==> config.mk <==
export PLATFORM = sky130hd
export DESIGN_NAME = gpb_top
export DESIGN_NICKNAME = d
export VERILOG_FILES = /design/src/hdl/gpb_pkg.sv /design/src/hdl/gpb_sync.sv /design/src/hdl/gpb_port.sv /design/src/hdl/gpb_top.sv
export SDC_FILE = /design/constraint.sdc
export NUM_CORES = 1
export LEC_CHECK = 0
export ABC_AREA = 1
export BUFFER_PORTS_ARGS = -buffer_cell sky130_fd_sc_hd__buf_2
export CAP_MARGIN = 40
export CORE_MARGIN = 2
export CORE_UTILIZATION = 48
export DETAILED_ROUTE_END_ITERATION = 6
export PLACE_DENSITY_LB_ADDON = 0.25
export SLEW_MARGIN = 0
export SYNTH_ARGS = -nofsm -noshare
export SYNTH_HDL_FRONTEND = slang
export SYNTH_SLANG_ARGS = --single-unit
==> constraint.sdc <==
create_clock -name clock -period 3.6 [get_ports clock]
set_clock_uncertainty 0.05 [all_clocks]
set_input_delay 0.18 -clock clock [delete_from_list [all_inputs] [get_ports clock]]
set_output_delay 0.18 -clock clock [all_outputs]
set_load 0.02 [all_outputs]
==> src/hdl/gpb_pkg.sv <==
// Constants, register map and carrier types of the general-purpose port block.
// Assumes a 32-bit APB slave with word-aligned registers and one 40 MHz clock.
//
// Functional notes
// - Fifteen pins form three ports: two bidirectional ports and one input-only port.
// - Bidirectional pins serve as general-purpose I/O or as peripheral alternate I/O.
// - A per-port direction register enables either the output or the input driver, never both; both stay on for one clock after a switch to input.
// - After reset every bidirectional pin is an input with its output driver off.
// - In input mode the pin level passes a Schmitt trigger and reads back as a pin value.
// - In output mode the driver is on and drives whatever the output multiplexer selects; in open-drain style a selected high turns the driver off.
// - A per-port register switches each output between open-drain and push-pull.
// - For general-purpose output the pin value register bit drives the pin directly.
// - Two per-port alternate-select registers route a peripheral output line to the driver.
// - Every pin has a weak pull whose polarity and enable are per-port registers.
// - The third port is input only; its direction register only gates the input driver.
// - On the input-only port the analog path bypasses the digital input and Schmitt trigger.
package gpb_pkg;
	localparam int GPB_PORT_ZERO_PINS = 5;
	localparam int GPB_PORT_ONE_PINS = 5;
	localparam int GPB_PORT_TWO_PINS = 5;
	localparam int GPB_MAX_PINS = 8;
	localparam int GPB_SYNC_STAGES = 2;

	// Register byte offsets, one word apiece
	localparam logic [7:0] GPB_OFS_VALUE = 8'h00;
	localparam logic [7:0] GPB_OFS_WAY = 8'h04;
	localparam logic [7:0] GPB_OFS_DRAIN = 8'h08;
	localparam logic [7:0] GPB_OFS_ALT_LOW = 8'h0C;
	localparam logic [7:0] GPB_OFS_ALT_HIGH = 8'h10;
	localparam logic [7:0] GPB_OFS_PULL_POL = 8'h14;
	localparam logic [7:0] GPB_OFS_PULL_ON = 8'h18;
	localparam logic [7:0] GPB_PORT_STRIDE = 8'h20;
	localparam logic [1:0] GPB_PORT_ZERO_SEL = 2'h0;
	localparam logic [1:0] GPB_PORT_ONE_SEL = 2'h1;
	localparam logic [1:0] GPB_PORT_TWO_SEL = 2'h2;

	// Reset values: inputs, push-pull, general output, pulls off
	localparam logic [7:0] GPB_RST_VALUE = 8'h00;
	localparam logic [7:0] GPB_RST_WAY = 8'h00;
	localparam logic [7:0] GPB_RST_DRAIN = 8'h00;
	localparam logic [7:0] GPB_RST_ALT = 8'h00;
	localparam logic [7:0] GPB_RST_PULL_POL = 8'h00;
	localparam logic [7:0] GPB_RST_PULL_ON = 8'h00;

	// Output source codes
	typedef enum logic [1:0] {
		GPB_SRC_GENERAL = 2'h0,
		GPB_SRC_ALT_ONE = 2'h1,
		GPB_SRC_ALT_TWO = 2'h2,
		GPB_SRC_ALT_THREE = 2'h3
	} gpb_src_t;

	// Control bits of one bidirectional port
	typedef struct packed {
		logic [GPB_MAX_PINS-1:0] pin_value_reg;
		logic [GPB_MAX_PINS-1:0] pin_way_select;
		logic [GPB_MAX_PINS-1:0] drain_style_select;
		logic [GPB_MAX_PINS-1:0] alt_source_low;
		logic [GPB_MAX_PINS-1:0] alt_source_high;
		logic [GPB_MAX_PINS-1:0] pull_polarity_select;
		logic [GPB_MAX_PINS-1:0] pull_switch_on;
	} gpb_port_cfg_t;

	// APB request and answer
	typedef struct packed {
		logic psel;
		logic penable;
		logic pwrite;
		logic [7:0] paddr;
		logic [31:0] pwdata;
	} gpb_apb_req_t;

	typedef struct packed {
		logic pready;
		logic pslverr;
		logic [31:0] prdata;
	} gpb_apb_rsp_t;
endpackage

==> src/hdl/gpb_sync.sv <==
// Two-stage level synchroniser acting as the digital Schmitt stage of one port.
// Assumes pin levels are already clean digital values from the pad.
`timescale 1ns/100ps
module gpb_sync #(
	parameter int WIDTH = 5
) (
	input wire logic clock, // System clock
	input wire logic rst, // Asynchronous reset, active high
	input wire logic [WIDTH-1:0] level_in, // Raw pad levels
	output logic [WIDTH-1:0] level_out // Settled levels
);
	import gpb_pkg::*;

	logic [WIDTH-1:0] first_stage;

	// First flop feeds only the second one
	always_ff @(posedge clock or posedge rst) begin
		if (rst) begin
			first_stage <= '0;
			level_out <= '0;
		end else begin
			first_stage <= level_in;
			level_out <= first_stage;
		end
	end
endmodule

==> src/hdl/gpb_port.sv <==
// One bidirectional port: control registers, output multiplexer and pin drive.
// Assumes the APB slave in the top presents one-cycle write strobes per register.
`timescale 1ns/100ps
module gpb_port #(
	parameter int PINS = 5
) (
	input wire logic clock, // System clock
	input wire logic rst, // Asynchronous reset, active high
	input wire logic [6:0] wr_strobe, // One-hot register write, offset order
	input wire logic [PINS-1:0] wr_data, // Write data
	input wire logic [PINS-1:0] pin_in, // Pad levels
	input wire logic [PINS-1:0] alt_one, // Peripheral output line, source one
	input wire logic [PINS-1:0] alt_two, // Peripheral output line, source two
	input wire logic [PINS-1:0] alt_three, // Peripheral output line, source three
	output gpb_pkg::gpb_port_cfg_t cfg, // Register contents
	output logic [PINS-1:0] pin_level, // Settled input levels
	output logic [PINS-1:0] pin_out, // Pad output value
	output logic [PINS-1:0] pin_oe, // Pad output enable
	output logic [PINS-1:0] pull_up_on, // Weak pull-up active
	output logic [PINS-1:0] pull_down_on // Weak pull-down active
);
	import gpb_pkg::*;

	logic [PINS-1:0] settled;
	logic [PINS-1:0] next_drive;
	logic [PINS-1:0] next_oe;

	gpb_sync #(.WIDTH(PINS)) u_sync (
		.clock(clock),
		.rst(rst),
		.level_in(pin_in),
		.level_out(settled)
	);

	// Control registers, bit n belongs to pin n
	always_ff @(posedge clock or posedge rst) begin
		if (rst) begin
			cfg.pin_value_reg <= GPB_RST_VALUE;
			cfg.pin_way_select <= GPB_RST_WAY;
			cfg.drain_style_select <= GPB_RST_DRAIN;
			cfg.alt_source_low <= GPB_RST_ALT;
			cfg.alt_source_high <= GPB_RST_ALT;
			cfg.pull_polarity_select <= GPB_RST_PULL_POL;
			cfg.pull_switch_on <= GPB_RST_PULL_ON;
		end else begin
			if (wr_strobe[0]) cfg.pin_value_reg <= {{(GPB_MAX_PINS-PINS){1'b0}}, wr_data};
			if (wr_strobe[1]) cfg.pin_way_select <= {{(GPB_MAX_PINS-PINS){1'b0}}, wr_data};
			if (wr_strobe[2]) cfg.drain_style_select <= {{(GPB_MAX_PINS-PINS){1'b0}}, wr_data};
			if (wr_strobe[3]) cfg.alt_source_low <= {{(GPB_MAX_PINS-PINS){1'b0}}, wr_data};
			if (wr_strobe[4]) cfg.alt_source_high <= {{(GPB_MAX_PINS-PINS){1'b0}}, wr_data};
			if (wr_strobe[5]) cfg.pull_polarity_select <= {{(GPB_MAX_PINS-PINS){1'b0}}, wr_data};
			if (wr_strobe[6]) cfg.pull_switch_on <= {{(GPB_MAX_PINS-PINS){1'b0}}, wr_data};
		end
	end

	// Input path is gated off while the direction bit selects output
	assign pin_level = settled & ~cfg.pin_way_select[PINS-1:0];

	// Output multiplexer and driver
	always_comb begin
		for (int i = 0; i < PINS; i++) begin
			unique case (gpb_src_t'({cfg.alt_source_high[i], cfg.alt_source_low[i]}))
				GPB_SRC_GENERAL: next_drive[i] = cfg.pin_value_reg[i];
				GPB_SRC_ALT_ONE: next_drive[i] = alt_one[i];
				GPB_SRC_ALT_TWO: next_drive[i] = alt_two[i];
				GPB_SRC_ALT_THREE: next_drive[i] = alt_three[i];
			endcase
			// Open drain only ever pulls low; a high releases the pad
			next_oe[i] = cfg.pin_way_select[i] & ~(cfg.drain_style_select[i] & next_drive[i]);
		end
	end

	// Registered drive so pads never see mux glitches
	always_ff @(posedge clock or posedge rst) begin
		if (rst) begin
			pin_out <= '0;
			pin_oe <= '0;
		end else begin
			pin_out <= next_drive;
			pin_oe <= next_oe;
		end
	end

	assign pull_up_on = cfg.pull_switch_on[PINS-1:0] & cfg.pull_polarity_select[PINS-1:0];
	assign pull_down_on = cfg.pull_switch_on[PINS-1:0] & ~cfg.pull_polarity_select[PINS-1:0];
endmodule

==> src/hdl/gpb_top.sv <==
// Three-port pin block with APB register access.
// Assumes an APB master on the system clock; pads resolve level from out and enable.
//
// The APB slave port and the placing of the registers were left to the implementer.
`timescale 1ns/100ps
module gpb_top (
	input wire logic clock, // System clock, 40 MHz
	input wire logic rst, // Asynchronous reset, active high
	input wire logic psel, // APB select
	input wire logic penable, // APB enable
	input wire logic pwrite, // APB direction
	input wire logic [7:0] paddr, // APB byte address
	input wire logic [31:0] pwdata, // APB write data
	output logic [31:0] prdata, // APB read data
	output logic pready, // APB ready
	output logic pslverr, // APB error on unmapped address
	input wire logic [4:0] port_zero_in, // Port zero pad levels
	output logic [4:0] port_zero_out, // Port zero pad value
	output logic [4:0] port_zero_oe, // Port zero pad enable
	output logic [4:0] port_zero_pull_up, // Port zero pull-up on
	output logic [4:0] port_zero_pull_down, // Port zero pull-down on
	input wire logic [14:0] port_zero_alt, // Port zero peripheral output lines
	input wire logic [4:0] port_one_in, // Port one pad levels
	output logic [4:0] port_one_out, // Port one pad value
	output logic [4:0] port_one_oe, // Port one pad enable
	output logic [4:0] port_one_pull_up, // Port one pull-up on
	output logic [4:0] port_one_pull_down, // Port one pull-down on
	input wire logic [14:0] port_one_alt, // Port one peripheral output lines
	output logic [4:0] port_zero_level, // Port zero levels to peripherals
	output logic [4:0] port_one_level, // Port one levels to peripherals
	input wire logic [4:0] port_two_in, // Port two digital pad levels
	input wire logic [4:0] port_two_analog, // Port two analog pad taps
	output logic [4:0] converter_feed_line, // Analog feed to converter channels
	output logic [4:0] port_two_level, // Port two levels to peripherals
	output logic [4:0] port_two_pull_up, // Port two pull-up on
	output logic [4:0] port_two_pull_down // Port two pull-down on
);
	import gpb_pkg::*;

	gpb_port_cfg_t cfg_zero;
	gpb_port_cfg_t cfg_one;
	logic [6:0] strobe_zero;
	logic [6:0] strobe_one;
	logic [4:0] input_port_driver_on;
	logic [4:0] input_port_pull_polarity;
	logic [4:0] input_port_pull_on;
	logic [4:0] two_settled;
	logic [4:0] input_port_value;
	logic [1:0] port_sel;
	logic [7:0] reg_ofs;
	logic hit;
	logic wr_go;
	logic rd_go;
	logic [31:0] next_rdata;
	gpb_port_cfg_t sel_cfg;
	logic [4:0] sel_lvl;

	// Register view of whichever bidirectional port the address picks
	assign sel_cfg = (port_sel == GPB_PORT_ZERO_SEL) ? cfg_zero : cfg_one;
	assign sel_lvl = (port_sel == GPB_PORT_ZERO_SEL) ? port_zero_level : port_one_level;

	// Address split: port in bits 6:5, register in bits 4:0
	assign port_sel = paddr[6:5];
	assign reg_ofs = {3'h0, paddr[4:0]};
	assign wr_go = psel & penable & pwrite & ~pslverr;
	assign rd_go = psel & ~penable & ~pwrite;

	// Decode; port two has value, way and pull registers only
	always_comb begin
		hit = 1'b0;
		if (paddr[7] == 1'b0 && paddr[1:0] == 2'h0) begin
			if (port_sel == GPB_PORT_ZERO_SEL || port_sel == GPB_PORT_ONE_SEL) begin
				hit = reg_ofs <= GPB_OFS_PULL_ON;
			end else if (port_sel == GPB_PORT_TWO_SEL) begin
				hit = reg_ofs == GPB_OFS_VALUE || reg_ofs == GPB_OFS_WAY
					|| reg_ofs == GPB_OFS_PULL_POL || reg_ofs == GPB_OFS_PULL_ON;
			end
		end
	end

	// Zero-wait slave; errors flag unmapped words in the access phase
	assign pready = 1'b1;
	assign pslverr = psel & penable & ~hit;

	// Write strobes per port, one per register word
	always_comb begin
		strobe_zero = '0;
		strobe_one = '0;
		if (wr_go && port_sel == GPB_PORT_ZERO_SEL) strobe_zero[reg_ofs[4:2]] = 1'b1;
		if (wr_go && port_sel == GPB_PORT_ONE_SEL) strobe_one[reg_ofs[4:2]] = 1'b1;
	end

	gpb_port #(.PINS(GPB_PORT_ZERO_PINS)) u_port_zero (
		.clock(clock),
		.rst(rst),
		.wr_strobe(strobe_zero),
		.wr_data(pwdata[4:0]),
		.pin_in(port_zero_in),
		.alt_one(port_zero_alt[4:0]),
		.alt_two(port_zero_alt[9:5]),
		.alt_three(port_zero_alt[14:10]),
		.cfg(cfg_zero),
		.pin_level(port_zero_level),
		.pin_out(port_zero_out),
		.pin_oe(port_zero_oe),
		.pull_up_on(port_zero_pull_up),
		.pull_down_on(port_zero_pull_down)
	);

	gpb_port #(.PINS(GPB_PORT_ONE_PINS)) u_port_one (
		.clock(clock),
		.rst(rst),
		.wr_strobe(strobe_one),
		.wr_data(pwdata[4:0]),
		.pin_in(port_one_in),
		.alt_one(port_one_alt[4:0]),
		.alt_two(port_one_alt[9:5]),
		.alt_three(port_one_alt[14:10]),
		.cfg(cfg_one),
		.pin_level(port_one_level),
		.pin_out(port_one_out),
		.pin_oe(port_one_oe),
		.pull_up_on(port_one_pull_up),
		.pull_down_on(port_one_pull_down)
	);

	// Input-only port: Schmitt stage for the digital path
	gpb_sync #(.WIDTH(GPB_PORT_TWO_PINS)) u_sync_two (
		.clock(clock),
		.rst(rst),
		.level_in(port_two_in),
		.level_out(two_settled)
	);

	// Analog taps skip the digital path entirely
	assign converter_feed_line = port_two_analog;

	// Input-only port registers; no output driver exists to control
	always_ff @(posedge clock or posedge rst) begin
		if (rst) begin
			input_port_driver_on <= GPB_RST_WAY[4:0];
			input_port_pull_polarity <= GPB_RST_PULL_POL[4:0];
			input_port_pull_on <= GPB_RST_PULL_ON[4:0];
		end else if (wr_go && port_sel == GPB_PORT_TWO_SEL) begin
			if (reg_ofs == GPB_OFS_WAY) input_port_driver_on <= pwdata[4:0];
			if (reg_ofs == GPB_OFS_PULL_POL) input_port_pull_polarity <= pwdata[4:0];
			if (reg_ofs == GPB_OFS_PULL_ON) input_port_pull_on <= pwdata[4:0];
		end
	end

	// Disabled input driver reads as zero
	assign input_port_value = two_settled & input_port_driver_on;
	assign port_two_level = input_port_value;
	assign port_two_pull_up = input_port_pull_on & input_port_pull_polarity;
	assign port_two_pull_down = input_port_pull_on & ~input_port_pull_polarity;

	// Read mux; value word shows pad level on inputs and latch on outputs
	always_comb begin
		next_rdata = '0;
		if (port_sel == GPB_PORT_TWO_SEL) begin
			unique case (reg_ofs)
				GPB_OFS_VALUE: next_rdata[4:0] = input_port_value;
				GPB_OFS_WAY: next_rdata[4:0] = input_port_driver_on;
				GPB_OFS_PULL_POL: next_rdata[4:0] = input_port_pull_polarity;
				GPB_OFS_PULL_ON: next_rdata[4:0] = input_port_pull_on;
				default: next_rdata = '0;
			endcase
		end else if (port_sel == GPB_PORT_ZERO_SEL || port_sel == GPB_PORT_ONE_SEL) begin
			unique case (reg_ofs)
				GPB_OFS_VALUE: next_rdata[4:0] = (sel_cfg.pin_value_reg[4:0]
					& sel_cfg.pin_way_select[4:0]) | sel_lvl;
				GPB_OFS_WAY: next_rdata[7:0] = sel_cfg.pin_way_select;
				GPB_OFS_DRAIN: next_rdata[7:0] = sel_cfg.drain_style_select;
				GPB_OFS_ALT_LOW: next_rdata[7:0] = sel_cfg.alt_source_low;
				GPB_OFS_ALT_HIGH: next_rdata[7:0] = sel_cfg.alt_source_high;
				GPB_OFS_PULL_POL: next_rdata[7:0] = sel_cfg.pull_polarity_select;
				GPB_OFS_PULL_ON: next_rdata[7:0] = sel_cfg.pull_switch_on;
				default: next_rdata = '0;
			endcase
		end
	end

	// Read data captured in setup, stable through the access phase
	always_ff @(posedge clock or posedge rst) begin
		if (rst) begin
			prdata <= '0;
		end else if (rd_go) begin
			prdata <= next_rdata;
		end
	end
endmodule

==> out/results.ini, run 1 <==
[clock_network]
clk_path_buf_depth = 2
h-tree-depth = 4
cts_buffers = 17
ctsResizeCount = 0
clock_sinks = 140
clock_latency_ps = 430
clk_pin_slew_ps = 50
cts-root-buf = clkbuf_16
cts_setup_buffers = 0
cts_tree = built

[place]
dp_hpwl_um = 13310
io_buffer_count = 133
gp_congestion = 0.8507

[worst_setup_path]
crit_path_max_fanout = 35
crit_required_ps = 3910
crit_type = primary input to flop
start_kind = primary input
arrival_ps = 2390
cp-end-kind = flop

[grt]
grt_pass1_vias = 6097
track_usage = 0.2517
grt_start_max_net_pins = 77
grt_pass1_wl_um = 32010
antenna_found_initial = 1
grt_overflow = 0

[drt]
vias = 6604
drt-initial-drc-count = 529
routedWlPerCell_um = 15.28
drtPass1Iterations = 6
drcViolationCount = 0
viasPerCell = 4.980
wirelength_um = 20260
ant_nets = 0

[final_layout]
final_nets = 1199
area_growth_pct = 17.25
drive_above_1_share = 0.1697
n_fill_cell = 1424
post-route-util = 0.5786

[synth]
synth_area_um2 = 7530
synthFlopType = dfrtp_1
yosys-top-cells-area = dfrtp_1 (47%), nand2_1 (13%), o21bai_1 (8.5%)
syn-instance-count = 976
yosysSeqAreaShare = 0.4653
synth-edff-count = 0
yosysTopAreaCell = dfrtp_1
avgSynthCellArea_um2 = 7.715
netlist-cell-type-count = 30
ys.warnings.count = 0
ys_async_sr_fraction = 1.000
ys_ff_latch = 140
yosysTopAreaCellShare = 0.4653

[power]
combPwrFrac = 0.111
internal_power_uw = 2602
power_density_nw_per_um2 = 403.0
switching_power_uw = 955.7
clockPowerShare = 0.425
seq_power_share = 0.464
p_leak_uw = 0.004596
ir_drop_v = 0.0003331
swShare = 0.2686

[timing]
worst_pin_slew_ps = 803.3
rsz0062_at_grt = no
finalSetupTns_ps = 0
hold_violations = 0
fin_crit_sh = 0.5780
fin_hold_ws_ps = 29.22
period_minus_slack_ps = 2081
finalSetupViolations = 0
slew_headroom = 0.4632
maxSlewViolCount = 0
fmax_ghz = 0.4806

[hold_path]
hold_path_class = primary input to flop

[die]
start_util = 0.4935
die_area_um2 = 16700
die_y_um = 129.2
rows = 45
core_um2 = 15260
pin_count = 199
die_x_um = 129.2

[flow_run]
cap_viol_max_count = 0

[status]
outcome = complete, no violations

kinds of logic (layout without fill, tap and decap cells):
logic type      after synthesis  in the layout  share of synthesized area
compound gates              164            164                     0.1409
simple gates                444            444                     0.2546
other cells                   2             29                  0.0009974
flops                       140            140                     0.4653
buf+inv                     226            338                     0.1383
placed cells by master (no fill, tap or decap), drive strengths merged:
| master | netlist | routed |
|---|---|---|
| buf | 57 | 143 |
| o21bai | 85 | 85 |
| o21ai | 53 | 53 |
| diode | 0 | 1 |
| nor3 | 1 | 1 |
| nand4 | 8 | 8 |
| dfrtp | 140 | 140 |
| o22ai | 10 | 10 |
| dlygate4sd3 | 0 | 16 |
| conb | 2 | 28 |
| clkinvlp | 0 | 3 |
| nor2 | 63 | 63 |
| a211oi | 1 | 1 |
| nand2 | 272 | 272 |
| inv | 142 | 141 |
| a21oi | 10 | 10 |
| clkbuf | 19 | 19 |
| nand3 | 100 | 100 |
| clkinv | 8 | 16 |
| a21boi | 5 | 5 |
power groups by stage:
stage	Clock [uW]	Combinational (uW)	Sequential, uW
after global routing	1610	440	1660
final	1510	396	1650
after detailed placement	0	382	1680
after global placement	0	379	1680
after CTS	1520	397	1650
after floorplan	0	253	1700
cell usage after synthesis, types with 2 or more instances:
cell type and count:
buf_4 34, a21boi_1 4, clkbuf_1 19, nand4_2 3
o21ai_1 2, o21bai_1 85, nand4_1 5, clkinv_1 8
inv_2 2, buf_6 6, buf_2 16, nand2_1 270
nand3_1 99, nor2_2 4, conb_1 2, nor2_8 2
o22ai_1 10, dfrtp_1 140, inv_1 140, nor2_4 2
o21ai_0 51, a21oi_1 10, nor2_1 55
layer usage:
layer / vias to the layer above / share of wire / GRT usage
met1: 3069 / 0.45 / 0.3511
li1: 3251 / - / -
met3: 24 / 0.078 / 0.05739
met5: - / 0 / 0
met4: 0 / 0.015 / 0.07801
met2: 260 / 0.46 / 0.3935
metrics by stage:
step	total power (uW)	std cells	area (um^2)	setup WS, ps
after floorplan	1955	1002	7631	1621
after global placement	2058	1280	8178	1167
after detailed placement	2061	1280	8178	1123
after CTS	3573	1325	8826	1566
after global routing	3702	1325	8826	1340
final	3558	1326	8828	1519
critical path: stages:
cell and delay, ps:
buf_2 130, nand2_1 100, nor2_2 430, nand2_2 250, nand3_1 160, nand2_1 90
nand2_4 130, nand3_4 150, nor2_8 490, nand3_1 150, nand2_1 100
state kept, by name (all words and copies together) (netlist names):
register and count:
u_port_one.u_sync.first_stage 5, u_port_zero.cfg 35, u_port_zero.u_sync.level_out 5, u_sync_two.first_stage 5, u_port_zero.pin_oe 5, u_port_one.u_sync.level_out 5, u_port_one.pin_oe 5, input_port_pull_on 5
u_port_zero.pin_out 5, input_port_driver_on 5, u_sync_two.level_out 5, u_port_zero.u_sync.first_stage 5, input_port_pull_polarity 5, u_port_one.cfg 35, prdata 5, u_port_one.pin_out 5
area by class of cell:
type | instances | area, um^2 | share of cell area
Antenna cell | 1 | 2.502 | 0.0002834
Clock buffer | 19 | 432.9 | 0.04904
Clock inverter | 10 | 55.05 | 0.006236
Inverter | 150 | 566.8 | 0.06420
Multi-Input combinational cell | 636 | 3090 | 0.3501
Sequential cell | 140 | 3503 | 0.3968
Tap cell | 211 | 264.0 | 0.02990
Timing Repair Buffer | 159 | 913.4 | 0.1035
final timing paths:
| check | from | to | slack [ps] | cells past startpoint |
|---|---|---|---|---|
| max | paddr[4] | u_port_zero.cfg[40] | 1520 | 11 |
| min | port_one_alt[5] | u_port_one.pin_out[0] | 30 | 3 |
| max reg2reg | u_port_zero.cfg[9] | prdata[1] | 2250 | 8 |
| min reg2reg | u_sync_two.first_stage[2] | u_sync_two.level_out[2] | 300 | 0 |
| max in group asynchronous | rst | u_port_zero.pin_out[0] | 2240 | 4 |
| min in group asynchronous | rst | u_port_one.cfg[0] | 360 | 3 |
what timing repair did:
action | in CTS | in global routing
hold buffers | 16 | 0
endpoints found under the setup margin | 0 | 0
hold endpoints to repair | 45 | 0
Power figures use the tool's default switching activity.
==> inputs of run 2 (changes only) <==
ABC_AREA = 0   (was 1)
CORE_UTILIZATION = 52   (was 48)
clock period = 2.1 ns   (was 3.6 ns; I/O delays follow)
==> run 2 against run 1 <==
Against the previous run: hold slack better by 31 ps; synthesized area decreased by 14%; clock power rose by 80%; non-clock buffer count rose by 35; clock-buffer cell count is 1 lower; worst setup slack worse by 1200 ps; sequential share of layout area is 3.1 points higher; core utilization rose by 10 points; routed wire length is 19% lower; highest routed layer unchanged.
==> out/results.ini, run 2 <==
[power]
seq_power_share = 0.466
p_leak_uw = 0.004130
ir_drop_v = 0.0004755
combPwrFrac = 0.079
swShare = 0.2415
switching_power_uw = 1446
clockPowerShare = 0.455
p_total_uw = 5988
power_density_nw_per_um2 = 730.4
internal_power_uw = 4542

[hold_path]
whs_path_depth = 3
hold_path_class = primary input to flop

[final_layout]
final_nets = 803
final_common_cell = dfrtp_1
stdcell_area_um2 = 8198
top_regs = u_port_one.cfg (35), u_port_zero.cfg (35)
layout_common_cells = dfrtp_1 (140), buf_2 (133), mux2_2 (85)
diodes = 0
drive_above_1_share = 0.4006
post-route-util = 0.6797
area_growth_pct = 26.95

[synth]
yosysTopAreaCellShare = 0.5425
netlist-cell-type-count = 41
synth_area_um2 = 6457
yosysMostFrequentCell = dfrtp_1
avgSynthCellArea_um2 = 12.37
yosysSeqAreaShare = 0.5425
ys.warnings.count = 0
ys_ff_latch = 140
syn-instance-count = 522
synthFlopType = dfrtp_1
synth_common_cells = dfrtp_1 (140), mux2_2 (85), nand2_1 (35)
yosys-top-cells-area = dfrtp_1 (54%), mux2_2 (15%), buf_4 (3.8%)
ys_async_sr_fraction = 1.000
yosysTopAreaCell = dfrtp_1
synth-edff-count = 0

[clock_network]
h-tree-depth = 4
clk_path_buf_depth = 2
cts_tree = built
ctsResizeCount = 0
clk_pin_slew_ps = 50
clock_latency_ps = 420
clock_sinks = 140
cts_buffers = 17
cts-root-buf = clkbuf_16

[drt]
drcViolationCount = 0
ant_nets = 0
drtPass1Iterations = 5
vias = 4898
routedWlPerCell_um = 18.58
viasPerCell = 5.522
wirelength_um = 16480
drt-initial-drc-count = 409

[die]
rows = 40
pin_count = 199
die_y_um = 115.4
die_x_um = 115.4
die_area_um2 = 13330
start_util = 0.5354
core_um2 = 12060

[timing]
slew_headroom = 0.4874
maxSlewViolCount = 0
hold_violations = 0
period_minus_slack_ps = 1809
worst_pin_slew_ps = 768.9
fin_crit_sh = 0.8612
finalSetupViolations = 0
finalSetupTns_ps = 0
rsz0062_at_grt = no
fmax_ghz = 0.5529

[worst_setup_path]
crit_path_max_fanout = 17
timing.rr.start = u_port_one.cfg[49]
arrival_ps = 1650
cp-end-kind = output port
crit_required_ps = 1950
r2r_end = prdata[1]
crit_type = primary input to output port
start_kind = primary input
r2r_slack_ps = 320
endpoint = pslverr
critPathLaunch = paddr[4]
reg2reg_depth = 6

[place]
gp_congestion = 0.8991
io_buffer_count = 133
dp_hpwl_um = 10970
dpl_cell_area_um2 = 7306

[status]
outcome = complete, no violations

[grt]
antenna_found_initial = 0
grt_overflow = 0
grt_pass1_vias = 4806
track_usage = 0.2564
grt_pass1_wl_um = 25320
grt_start_max_net_pins = 138

[flow_run]
cap_viol_max_count = 0

run 2: changes by cell type in the layout (fill, tap and decap cells not counted), sizes merged, moves of 15 or more:
cell and change:
and2 +21, buf +15, dlygate4sd3 +20, inv -140
mux2 +85, nand2 -237, nand3 -87, nor2 -52
nor2b +30, o21ai -39, o21bai -85
run 2: cells by family after synthesis:
group                     share of synthesized area
buffers and inverters                       0.05212
other                                      0.001163
AOI/OAI and AO/OA                           0.07498
and+or+nand+nor                              0.1277
muxes                                        0.2002
DFF                                          0.5425
xor gates and xnor gates                   0.001357
run 2: routing by layer:
metal,GRT usage,up-vias,wire length (um)
met5,0,-,0
met4,0.09880,0,399
met3,0.06381,40,1265
met2,0.4136,241,8062
met1,0.3372,2428,6749
li1,-,2189,-
run 2: how the worst min path moves through the flow:
stage / end / startpoint
after CTS: u_port_one.pin_oe[0] / port_one_alt[10]
after global routing: u_port_one.pin_oe[0] / port_one_alt[10]
after detailed placement: u_port_one.u_sync.first_stage[3] / rst
after global placement: u_port_one.u_sync.first_stage[3] / rst
after floorplan: u_port_one.u_sync.first_stage[0] / port_one_in[0]
final: u_port_zero.pin_oe[4] / port_zero_alt[14]
run 2: layout make-up:
class | instances | area (um^2)
Sequential cell | 140 | 3503
Tap cell | 168 | 210.2
Clock inverter | 12 | 102.6
Timing Repair Buffer | 194 | 1226
Multi-Input combinational cell | 353 | 2715
Fill cell | 910 | 3864
Clock buffer | 18 | 429.2
Inverter | 2 | 11.26
run 2: critical path: stages:
cell	delay [ps]
buf_2	290
nor2b_1	300
xnor2_1	150
and4b_1	320
o21ai_0	140
and3_1	200
buf_2	150
run 2: power by group through the flow:
| stage | Clock [uW] | Combinational (uW) | Sequential [uW] |
|---|---|---|---|
| after floorplan | 0 | 294 | 2840 |
| after global placement | 0 | 414 | 2840 |
| after detailed placement | 0 | 420 | 2840 |
| after CTS | 2750 | 469 | 2790 |
| after global routing | 2860 | 513 | 2800 |
| final | 2720 | 473 | 2790 |
run 2: through the flow:
stage          setup WS (ps)  hold slack [ps]  instances
5_1_grt                240.4            36.57        887
4_1_cts                335.8            40.19        887
6_report               291.5            60.63        887
3_5_place_dp           149.3           -47.39        821
3_3_place_gp           196.3           -51.25        821
2_1_floorplan          195.9            86.43        548
run 2: timing repair:
item / in CTS / in global routing
hold buffers: 36 / 0
setup buffers: 0 / 0
endpoints found under the hold margin: 165 / 0
